**src/logic/swt_defs.svh**
```systemverilog
`ifndef SWT_DEFS_SVH
`define SWT_DEFS_SVH

// ----------------------------------------------------------------
// Register offsets (byte addresses on the configuration path)
// ----------------------------------------------------------------
`define SWT_OFS_TEST_B 8'h6C
`define SWT_OFS_OVERRIDE 8'h70
`define SWT_OFS_MODE 8'h74

// ----------------------------------------------------------------
// Reset values
// ----------------------------------------------------------------
`define SWT_RST_TEST_B 32'h04000800
`define SWT_RST_OVERRIDE 32'h00000000
`define SWT_RST_MODE 32'h00000002

// ----------------------------------------------------------------
// Writable bit masks; all other bits read zero, except override bit 31, which reads the VGA flag
// ----------------------------------------------------------------
`define SWT_WMASK_TEST_B 32'hFFFFFFFF
`define SWT_WMASK_OVERRIDE 32'h7FFF1FFF
`define SWT_WMASK_MODE 32'h0000007F

// ----------------------------------------------------------------
// Field positions
// ----------------------------------------------------------------
`define SWT_REPLAY_MSB 11
`define SWT_REPLAY_LSB 0
`define SWT_REPLAY_EN 12
`define SWT_ACK_MSB 29
`define SWT_ACK_LSB 16
`define SWT_ACK_EN 30
`define SWT_VGA_BIT 31
`define SWT_MODE_STORE_FWD 0
`define SWT_MODE_CT_MSB 2
`define SWT_MODE_CT_LSB 1
`define SWT_MODE_ARB_STICKY 3
`define SWT_MODE_CREDIT_ALL 4
`define SWT_MODE_EGRESS_ORD 5
`define SWT_MODE_TAG_ORD 6

// ----------------------------------------------------------------
// Widths and small constants
// ----------------------------------------------------------------
`define SWT_NPORTS 4
`define SWT_LEN_W 12
`define SWT_ZERO32 32'h00000000
`define SWT_ALL_BE 4'hF

`endif

```
**src/logic/swt_pkg.sv**
```systemverilog
package swt_pkg;
  // Cut-through threshold codes, in field order
  typedef enum logic [1:0] {
    SWT_CT_MID,
    SWT_CT_AHEAD1,
    SWT_CT_AHEAD2,
    SWT_CT_AHEAD3
  } swt_ct_code_t;

  typedef logic [31:0] swt_word_t;
  typedef logic [11:0] swt_len_t;
endpackage

```
**src/logic/swt_cut_thresh.sv**
```systemverilog
`timescale 1ns/10ps
`include "swt_defs.svh"

module swt_cut_thresh
(
  input wire logic clk,
  input wire logic rst_b,
  input wire logic i_start,
  input wire logic [11:0] i_len,
  input wire logic i_slow_to_fast,
  input wire logic i_store_fwd,
  input wire logic [1:0] i_code,
  output logic [11:0] o_fwd_start
);
  // ----------------------------------------------------------------
  // Forwarding start point
  // ----------------------------------------------------------------
  wire logic [11:0] mid;
  wire logic [11:0] ahead;
  wire logic [11:0] cut_point;
  wire logic [11:0] next_start;

  assign mid = i_len >> 1;
  // Threshold only moves for slow-to-fast forwarding
  // RL7 - slow to fast
  assign ahead = i_slow_to_fast ? {10'h000, i_code} : 12'h000;
  // RL8 - ahead of midpoint, saturating at zero
  assign cut_point = (mid > ahead) ? mid - ahead : 12'h000;
  // Store-forward waits for the whole packet
  // RL6 - full packet first
  assign next_start = i_store_fwd ? i_len : cut_point;

  // Captured once per packet start
  always_ff @(posedge clk or negedge rst_b)
  begin
    if (!rst_b)
      o_fwd_start <= 12'h000;
    else if (i_start)
      o_fwd_start <= next_start;
  end
endmodule // swt_cut_thresh

```
**src/logic/swt_rr_arb.sv**
```systemverilog
`timescale 1ns/10ps
`include "swt_defs.svh"

module swt_rr_arb
(
  input wire logic clk,
  input wire logic rst_b,
  input wire logic i_sticky,
  input wire logic [3:0] i_req,
  input wire logic [3:0] i_credit_ok,
  input wire logic i_done,
  output logic [3:0] o_grant,
  output logic o_valid
);
  // ----------------------------------------------------------------
  // Port choice
  // ----------------------------------------------------------------
  logic [1:0] cur;
  wire logic [3:0] eligible;
  wire logic hold;
  wire logic [1:0] pick;
  wire logic pick_ok;

  // Next eligible port after the current one, round-robin
  function automatic logic [2:0] swt_next_port(input logic [3:0] elig,
                                                input logic [1:0] from);
    logic [2:0] res;
    logic [1:0] idx;
    res = 3'h0;
    for (int k = `SWT_NPORTS; k >= 1; k--)
    begin
      idx = from + 2'(k);
      if (elig[idx])
        res = {1'b1, idx};
    end
    return res;
  endfunction

  assign eligible = i_req & i_credit_ok;
  // Sticky keeps the port while it asks and is not done, credit or not
  // RL9 - stay on pending port
  // RL10 - leave port short of credit
  assign hold = o_valid && i_req[cur] && !i_done
                && (i_credit_ok[cur] || i_sticky);
  assign {pick_ok, pick} = swt_next_port(eligible, cur);

  // Grant register
  always_ff @(posedge clk or negedge rst_b)
  begin
    if (!rst_b)
    begin
      cur <= 2'h0;
      o_valid <= 1'b0;
      o_grant <= 4'h0;
    end
    else if (!hold)
    begin
      cur <= pick_ok ? pick : cur;
      o_valid <= pick_ok;
      o_grant <= pick_ok ? 4'(1) << pick : 4'h0;
    end
  end
endmodule // swt_rr_arb

```
**src/logic/swt_tuning_regs.sv**
```systemverilog
// What this block does
// RL1 - Hold 12-bit user replay time-out, reset zero
// RL2 - Enable bit selects user replay time-out
// RL3 - Hold 14-bit user ack latency, reset zero
// RL4 - Enable bit selects user ack latency
// RL5 - Read-only flag shows VGA range decode
// RL6 - Mode bit picks store-forward or cut-through
// RL7 - Threshold applies slow port to fast port
// RL8 - Threshold code sets cycles before midpoint
// RL9 - Sticky arbitration stays on pending port
// RL10 - Otherwise arbiter moves to credited requester
// RL11 - Credit mode set releases all types together
// RL12 - Credit mode clear updates each type separately
// RL13 - Bit five orders packets across egress ports
// RL14 - Tag mode orders completions across tags
// RL15 - Serial bus or EEPROM may reload defaults
// RL16 - Disabled override uses internal value, next start
// RL17 - Reserved bits read zero, ignore writes
`timescale 1ns/10ps
`include "swt_defs.svh"

module swt_tuning_regs
(
  input wire logic I_CLK,
  input wire logic I_RST_B,
  input wire logic [7:0] I_CFG_ADDR,
  input wire logic [31:0] I_CFG_WDATA,
  input wire logic [3:0] I_CFG_BE,
  input wire logic I_CFG_WR,
  input wire logic I_CFG_RD,
  output logic [31:0] O_CFG_RDATA,
  output logic O_CFG_RVALID,
  input wire logic I_LOAD_WR,
  input wire logic [7:0] I_LOAD_ADDR,
  input wire logic [31:0] I_LOAD_DATA,
  input wire logic I_VGA_DECODE,
  input wire logic [11:0] I_REPLAY_DEFAULT,
  input wire logic I_REPLAY_START,
  output logic [11:0] O_REPLAY_LIMIT,
  input wire logic [13:0] I_ACK_DEFAULT,
  input wire logic I_ACK_START,
  output logic [13:0] O_ACK_LIMIT,
  output logic O_STORE_FORWARD,
  output logic O_CREDIT_ALL_TYPES,
  output logic O_EGRESS_ORDER,
  output logic O_TAG_ORDER,
  output logic [31:0] O_TEST_CONTROL,
  input wire logic I_PKT_START,
  input wire logic [11:0] I_PKT_LEN,
  input wire logic I_SLOW_TO_FAST,
  output logic [11:0] O_FWD_START,
  input wire logic [3:0] I_ARB_REQ,
  input wire logic [3:0] I_ARB_CREDIT_OK,
  input wire logic I_ARB_DONE,
  output logic [3:0] O_ARB_GRANT,
  output logic O_ARB_VALID
);

  // ----------------------------------------------------------------
  // Storage
  // ----------------------------------------------------------------
  swt_pkg::swt_word_t test_b;
  swt_pkg::swt_word_t override_w;
  swt_pkg::swt_word_t mode_w;

  // ----------------------------------------------------------------
  // Helpers
  // ----------------------------------------------------------------

  // Byte-lane merge restricted to writable bits
  function automatic logic [31:0] swt_merge(input logic [31:0] old,
                                            input logic [31:0] wdata,
                                            input logic [3:0] be,
                                            input logic [31:0] wmask);
    logic [31:0] lanes;
    logic [31:0] m;
    lanes = {{8{be[3]}}, {8{be[2]}}, {8{be[1]}}, {8{be[0]}}};
    m = lanes & wmask;
    return (old & ~m) | (wdata & m);
  endfunction

  // Next value of one register from both write sources
  function automatic logic [31:0] swt_next_reg(input logic [31:0] old,
                                               input logic cfg_hit,
                                               input logic load_hit,
                                               input logic [31:0] cdata,
                                               input logic [3:0] cbe,
                                               input logic [31:0] ldata,
                                               input logic [31:0] wmask);
    logic [31:0] res;
    res = old;
    if (cfg_hit)
      res = swt_merge(old, cdata, cbe, wmask);
    else if (load_hit)
      res = swt_merge(old, ldata, `SWT_ALL_BE, wmask);
    return res;
  endfunction

  // ----------------------------------------------------------------
  // Address decode
  // ----------------------------------------------------------------
  wire logic cfg_test;
  wire logic cfg_ovr;
  wire logic cfg_mode;
  wire logic load_test;
  wire logic load_ovr;
  wire logic load_mode;

  // Software writes win over a concurrent default load
  assign cfg_test = I_CFG_WR && I_CFG_ADDR == `SWT_OFS_TEST_B;
  assign cfg_ovr = I_CFG_WR && I_CFG_ADDR == `SWT_OFS_OVERRIDE;
  assign cfg_mode = I_CFG_WR && I_CFG_ADDR == `SWT_OFS_MODE;
  // RL15 - default reload path
  assign load_test = I_LOAD_WR && I_LOAD_ADDR == `SWT_OFS_TEST_B;
  assign load_ovr = I_LOAD_WR && I_LOAD_ADDR == `SWT_OFS_OVERRIDE;
  assign load_mode = I_LOAD_WR && I_LOAD_ADDR == `SWT_OFS_MODE;

  // ----------------------------------------------------------------
  // Register next values
  // ----------------------------------------------------------------
  wire logic [31:0] next_test_b;
  wire logic [31:0] next_override;
  wire logic [31:0] next_mode;

  // Masks keep reserved and read-only bits at zero
  // RL17 - reserved bits ignored
  assign next_test_b = swt_next_reg(test_b, cfg_test, load_test,
                                    I_CFG_WDATA, I_CFG_BE, I_LOAD_DATA,
                                    `SWT_WMASK_TEST_B);
  // RL1 - replay value written
  // RL3 - ack value written
  assign next_override = swt_next_reg(override_w, cfg_ovr, load_ovr,
                                      I_CFG_WDATA, I_CFG_BE, I_LOAD_DATA,
                                      `SWT_WMASK_OVERRIDE);
  assign next_mode = swt_next_reg(mode_w, cfg_mode, load_mode,
                                  I_CFG_WDATA, I_CFG_BE, I_LOAD_DATA,
                                  `SWT_WMASK_MODE);

  // Register file
  always_ff @(posedge I_CLK or negedge I_RST_B)
  begin
    if (!I_RST_B)
    begin
      test_b <= `SWT_RST_TEST_B;
      override_w <= `SWT_RST_OVERRIDE;
      mode_w <= `SWT_RST_MODE;
    end
    else
    begin
      test_b <= next_test_b;
      override_w <= next_override;
      mode_w <= next_mode;
    end
  end

  // ----------------------------------------------------------------
  // Read path
  // ----------------------------------------------------------------
  wire logic [31:0] override_view;
  wire logic [31:0] next_rdata;

  // VGA flag is live from the bridge decoder, never stored here
  // RL5 - read-only VGA flag
  assign override_view = {I_VGA_DECODE, override_w[30:0]};
  // Unmapped offsets read zero
  assign next_rdata =
    !I_CFG_RD ? `SWT_ZERO32 :
    (I_CFG_ADDR == `SWT_OFS_TEST_B) ? test_b :
    (I_CFG_ADDR == `SWT_OFS_OVERRIDE) ? override_view :
    (I_CFG_ADDR == `SWT_OFS_MODE) ? mode_w :
    `SWT_ZERO32;

  // Read answer one cycle after the strobe
  always_ff @(posedge I_CLK or negedge I_RST_B)
  begin
    if (!I_RST_B)
    begin
      O_CFG_RDATA <= `SWT_ZERO32;
      O_CFG_RVALID <= 1'b0;
    end
    else
    begin
      O_CFG_RDATA <= next_rdata;
      O_CFG_RVALID <= I_CFG_RD;
    end
  end

  // ----------------------------------------------------------------
  // Timer limits
  // ----------------------------------------------------------------
  wire logic replay_en;
  wire logic ack_en;
  wire logic [11:0] replay_user;
  wire logic [13:0] ack_user;
  wire logic [11:0] next_replay_limit;
  wire logic [13:0] next_ack_limit;

  assign replay_en = override_w[`SWT_REPLAY_EN];
  assign ack_en = override_w[`SWT_ACK_EN];
  assign replay_user = override_w[`SWT_REPLAY_MSB:`SWT_REPLAY_LSB];
  assign ack_user = override_w[`SWT_ACK_MSB:`SWT_ACK_LSB];
  // RL2 - user replay selected
  // RL16 - internal fallback
  assign next_replay_limit = replay_en ? replay_user : I_REPLAY_DEFAULT;
  // RL4 - user ack selected
  assign next_ack_limit = ack_en ? ack_user : I_ACK_DEFAULT;

  // Limits change only on a timer start, so a running timer never sees
  // its own limit move underneath it
  // RL16 - applied at next start
  always_ff @(posedge I_CLK or negedge I_RST_B)
  begin
    if (!I_RST_B)
    begin
      O_REPLAY_LIMIT <= 12'h000;
      O_ACK_LIMIT <= 14'h0000;
    end
    else
    begin
      if (I_REPLAY_START)
        O_REPLAY_LIMIT <= next_replay_limit;
      if (I_ACK_START)
        O_ACK_LIMIT <= next_ack_limit;
    end
  end

  // ----------------------------------------------------------------
  // Mode outputs, straight from the mode flops, plus the test word from its own flops
  // ----------------------------------------------------------------
  // RL6 - store-forward select
  assign O_STORE_FORWARD = mode_w[`SWT_MODE_STORE_FWD];
  // RL11 - all types together
  // RL12 - per-type when clear
  assign O_CREDIT_ALL_TYPES = mode_w[`SWT_MODE_CREDIT_ALL];
  // RL13 - cross-port ordering
  assign O_EGRESS_ORDER = mode_w[`SWT_MODE_EGRESS_ORD];
  // RL14 - completion tag ordering
  assign O_TAG_ORDER = mode_w[`SWT_MODE_TAG_ORD];
  assign O_TEST_CONTROL = test_b;

  // ----------------------------------------------------------------
  // Forwarding threshold and port arbiter
  // ----------------------------------------------------------------
  swt_cut_thresh swt_cut_thresh_inst
  (
    .clk(I_CLK),
    .rst_b(I_RST_B),
    .i_start(I_PKT_START),
    .i_len(I_PKT_LEN),
    .i_slow_to_fast(I_SLOW_TO_FAST),
    .i_store_fwd(mode_w[`SWT_MODE_STORE_FWD]),
    .i_code(mode_w[`SWT_MODE_CT_MSB:`SWT_MODE_CT_LSB]),
    .o_fwd_start(O_FWD_START)
  );

  swt_rr_arb swt_rr_arb_inst
  (
    .clk(I_CLK),
    .rst_b(I_RST_B),
    .i_sticky(mode_w[`SWT_MODE_ARB_STICKY]),
    .i_req(I_ARB_REQ),
    .i_credit_ok(I_ARB_CREDIT_OK),
    .i_done(I_ARB_DONE),
    .o_grant(O_ARB_GRANT),
    .o_valid(O_ARB_VALID)
  );
endmodule // swt_tuning_regs

```
**config.mk**
```make
export PLATFORM = sky130hd
export DESIGN_NAME = swt_tuning_regs
export DESIGN_NICKNAME = d
export VERILOG_FILES = /design/src/logic/swt_pkg.sv /design/src/logic/swt_cut_thresh.sv /design/src/logic/swt_rr_arb.sv /design/src/logic/swt_tuning_regs.sv
export VERILOG_INCLUDE_DIRS = /design/src /design/src/logic
export SDC_FILE = /design/constraint.sdc
export NUM_CORES = 1
export LEC_CHECK = 0
export ABC_AREA = 1
export BUFFER_PORTS_ARGS = -buffer_cell sky130_fd_sc_hd__buf_2
export CORE_ASPECT_RATIO = 1.25
export CORE_UTILIZATION = 30
export CTS_CLUSTER_DIAMETER = 120
export DETAILED_ROUTE_END_ITERATION = 10
export GPL_ROUTABILITY_DRIVEN = 0
export PLACE_DENSITY = 0.5
export SLEW_MARGIN = 30
export SYNTH_ARGS = -nofsm -noshare
export SYNTH_HDL_FRONTEND = slang
export SYNTH_SLANG_ARGS = --single-unit
```
**constraint.sdc**
```tcl
create_clock -name I_CLK -period 1.95 [get_ports I_CLK]
set_input_delay 0.0975 -clock I_CLK [delete_from_list [all_inputs] [get_ports I_CLK]]
set_output_delay 0.0975 -clock I_CLK [all_outputs]
set_load 0.1 [all_outputs]
```
==> run_results.csv <==
group,metric,value,unit
outcome,outcome,"finished, violations left",
outcome,violations,"negative setup slack",
clocking,root_buffer,"clkbuf_16",
sta,finalHoldViolCount,0,
setup_path,start_kind,"register",
finish,layout-drive-gt1-share,0.282,
floorplanning,die_area,25600,sq um
floorplanning,die_y,179,um
floorplanning,die_w,143,um
placed_design,dp.final_hpwl,18600,um
logic_synthesis,ys.flop_type,"dfrtp_1",
logic_synthesis,synth_area_per_cell,7.45,sq um
grt,grt_antenna_before_repair,0,
sta,fmax,0.510,GHz
setup_path,end_kind,"register",
sta,finalCritPeriodShare,1.01,
clocking,cts_buffer_depth,2,
sta,rsz0062_at_grt,"yes",
placed_design,portBuffers,252,
logic_synthesis,synth_area,7500,sq um
floorplanning,rows,64,
clocking,htreeDepth,4,
placed_design,dpl_cell_area,9250,sq um
drt,ant_nets,0,
logic_synthesis,netlist.area_leader.share,0.474,
logic_synthesis,ys_seq_area_frac,0.484,
sta,worst_slew_pin_slew,976,ps
sta,finalMaxSlewViolations,0,
logic_synthesis,syn_nets,1151,
logic_synthesis,post_synth_mux_area_share,0,
setup_path,path_max_fanout,3,
logic_synthesis,yosys.area_share.simple,0.330,
power,power.leakage,5.69,nW
grt,grt_overflow,0,
clocking,path_clk_slew,70,ps
sta,tns,-17.6,ps
drt,drc,0,
clocking,clk_latency,430,ps
floorplanning,io_pins,253,
setup_path,crit_type,"register to register",
sta,fin_crit,1960,ps
logic_synthesis,synth.largest_area_cell,"dfrtp_1",
flow_run,drv_cap,0,
logic_synthesis,synth_cell_types,36,
drt,drt_iter0_markers,359,
floorplanning,start_util,0.306,
grt,grt_pass1_vias,7489,
finish,areaGrowthSynthToFinish,41.1,%
setup_path,required,2310,ps
finish,diodes,0,
power,peakVddDrop,0.000599,V
logic_synthesis,synth_enable_flop_cells,0,
logic_synthesis,synth_compound_area_frac,0.114,
drt,routedWlPerCell,15.3,um
sta,finalSetupViolCount,3,
logic_synthesis,synth_xor_xnor_area_share,0.00934,
floorplanning,design.core.area,24500,sq um
logic_synthesis,synth_warnings,0,
clocking,clock-sinks,145,
logic_synthesis,syn-instance-count,1007,
clocking,cts-buffers-inserted,17,
drt,vias_per_cell,4.64,
drt,num_vias,7727,
sta,relSlewSlack,0.348,
drt,totalWireLength,25400,um
logic_synthesis,ys_ff_latch,145,
logic_synthesis,synthAdderAreaFrac,0.00601,
logic_synthesis,synth_top_family_by_area,"simple AND/OR/NAND/NOR gates",
grt,grt_start_max_net_pins,57,
drt,dr.pass1.iters,5,
logic_synthesis,synth_most_common_cell,"nand2_1",
finish,num-nets-final,1465,
setup_path,cp.arrival,2330,ps
worst_hold_path,holdCritPathClass,"primary input to register",
sta,clock-skew-final,7.32,ps
logic_synthesis,synth_top_cells_by_count,"nand2_1, dfrtp_1, nand3_1, nor2_1, o21ai_0",
clocking,cts_tree,"done",
logic_synthesis,synthTopCellsByArea,"dfrtp_1, nand2_1, nand3_1",
logic_synthesis,async_flop_share,1.00,
finish,final_cell_area,10600,sq um
grt,grt_pass1_wl,39300,um
grt,grtUsageTotal,0.204,
power,power_per_cell_area,937,nW/um^2
sta,setup_ws,-10.5,ps
[repair_timing]
action | in CTS | in global routing
hold endpoints to repair | 119 | 0
setup buffers | 0 | 1
pin swaps | 0 | 7
hold buffers | 60 | 0
resized for setup | 2 | 38
endpoints found under the setup margin | 11 | 14
[per-layer routing]
| metal | routed length [um] | vias to the layer above | global-route usage | share of wire |
|---|---|---|---|---|
| met2 | 13000 | 245 | 0.362 | 0.51 |
| met1 | 10500 | 3576 | 0.241 | 0.41 |
| li1 | - | 3873 | - | - |
| met3 | 1250 | 33 | 0.0387 | 0.049 |
| met4 | 595 | 0 | 0.0767 | 0.023 |
| met5 | 0 | - | 0 | 0 |
[final timing paths]
path                                       startpoint  depth (start not counted)  slack, ps                                  to
setup reg to reg                             register                         11        -10  swt_cut_thresh_inst.o_fwd_start[6]
setup / recovery                             register                         11        -10  swt_cut_thresh_inst.o_fwd_start[6]
hold reg to reg            swt_rr_arb_inst.o_grant[0]                          2        480          swt_rr_arb_inst.o_grant[0]
max in group asynchronous                     I_RST_B                          3       1100          asynchronous set/reset pin
min in group asynchronous                     I_RST_B                          2        160  swt_cut_thresh_inst.o_fwd_start[4]
hold / removal                        I_LOAD_DATA[10]                          5         30                            register
[where the power goes]
part | internal (W) | switching (W) | leakage, nW
Clock | 0.00183 | 0.00146 | 0.280
Sequential | 0.00329 | 0.000258 | 1.86
Combinational | 0.000732 | 0.00235 | 3.55
[layout by cell type, fill, tap and decap left out, drive strengths merged]
cell         count
clkinv           3
a22o             3
inv             55
ha               2
and2             1
or2              5
xnor2            4
a21boi           1
nor2            73
nor3             7
xor2             4
buf            286
o21ai           89
nand3           76
nor4             1
bufinv           1
dlygate4sd3     60
fa               1
clkinvlp         3
a31oi           26
nand4            6
dfrtp          142
dfstp            3
a21oi           32
and3             1
nand2          431
clkbuf          18
[cell families (layout without fill, tap and decap cells)]
| logic type | count (synthesis) | after routing |
|---|---|---|
| AND/OR/NAND/NOR | 601 | 601 |
| AO/OA/AOI/OAI | 151 | 151 |
| flip-flops | 145 | 145 |
| buffers and inverters | 99 | 426 |
| XOR/XNOR | 8 | 8 |
| adder cells (fa/ha/maj) | 3 | 3 |
[area by class of cell]
cell class / instances / area (sq um)
fill: 2615 / 13900
sequential: 145 / 3630
multi-input combinational: 763 / 3600
timing repair buffer: 346 / 2170
clock buffer: 18 / 439
tap: 330 / 413
inverter: 48 / 180
clock inverter: 14 / 144
[critical path, cell delays in order, from the launching register on]
cell     delay, ps
dfstp_2        540
nand2_2         50
inv_2           60
ha_4           130
inv_2           40
fa_2           430
nor2_4         140
buf_6          110
nand2_4         60
xnor2_4        180
nand2_4         50
a21oi_2        120
[per-stage QoR]
step | total power [W] | hold slack [ps] | setup slack [ps] | util | instances
after CTS | 0.00999 | 3.06 | 11.4 | 0.426 | 1663
final | 0.00992 | 25.3 | -10.5 | 0.432 | 1664
after detailed placement | 0.00655 | 61.4 | -52.9 | 0.377 | 1571
after floorplan | 0.00579 | -198 | 2.29 | - | 1007
after global routing | 0.0104 | 26.3 | -94.9 | 0.432 | 1664
after global placement | 0.00653 | 56.0 | -30.6 | 0.377 | 1571
(Power assumes the default switching activity.)
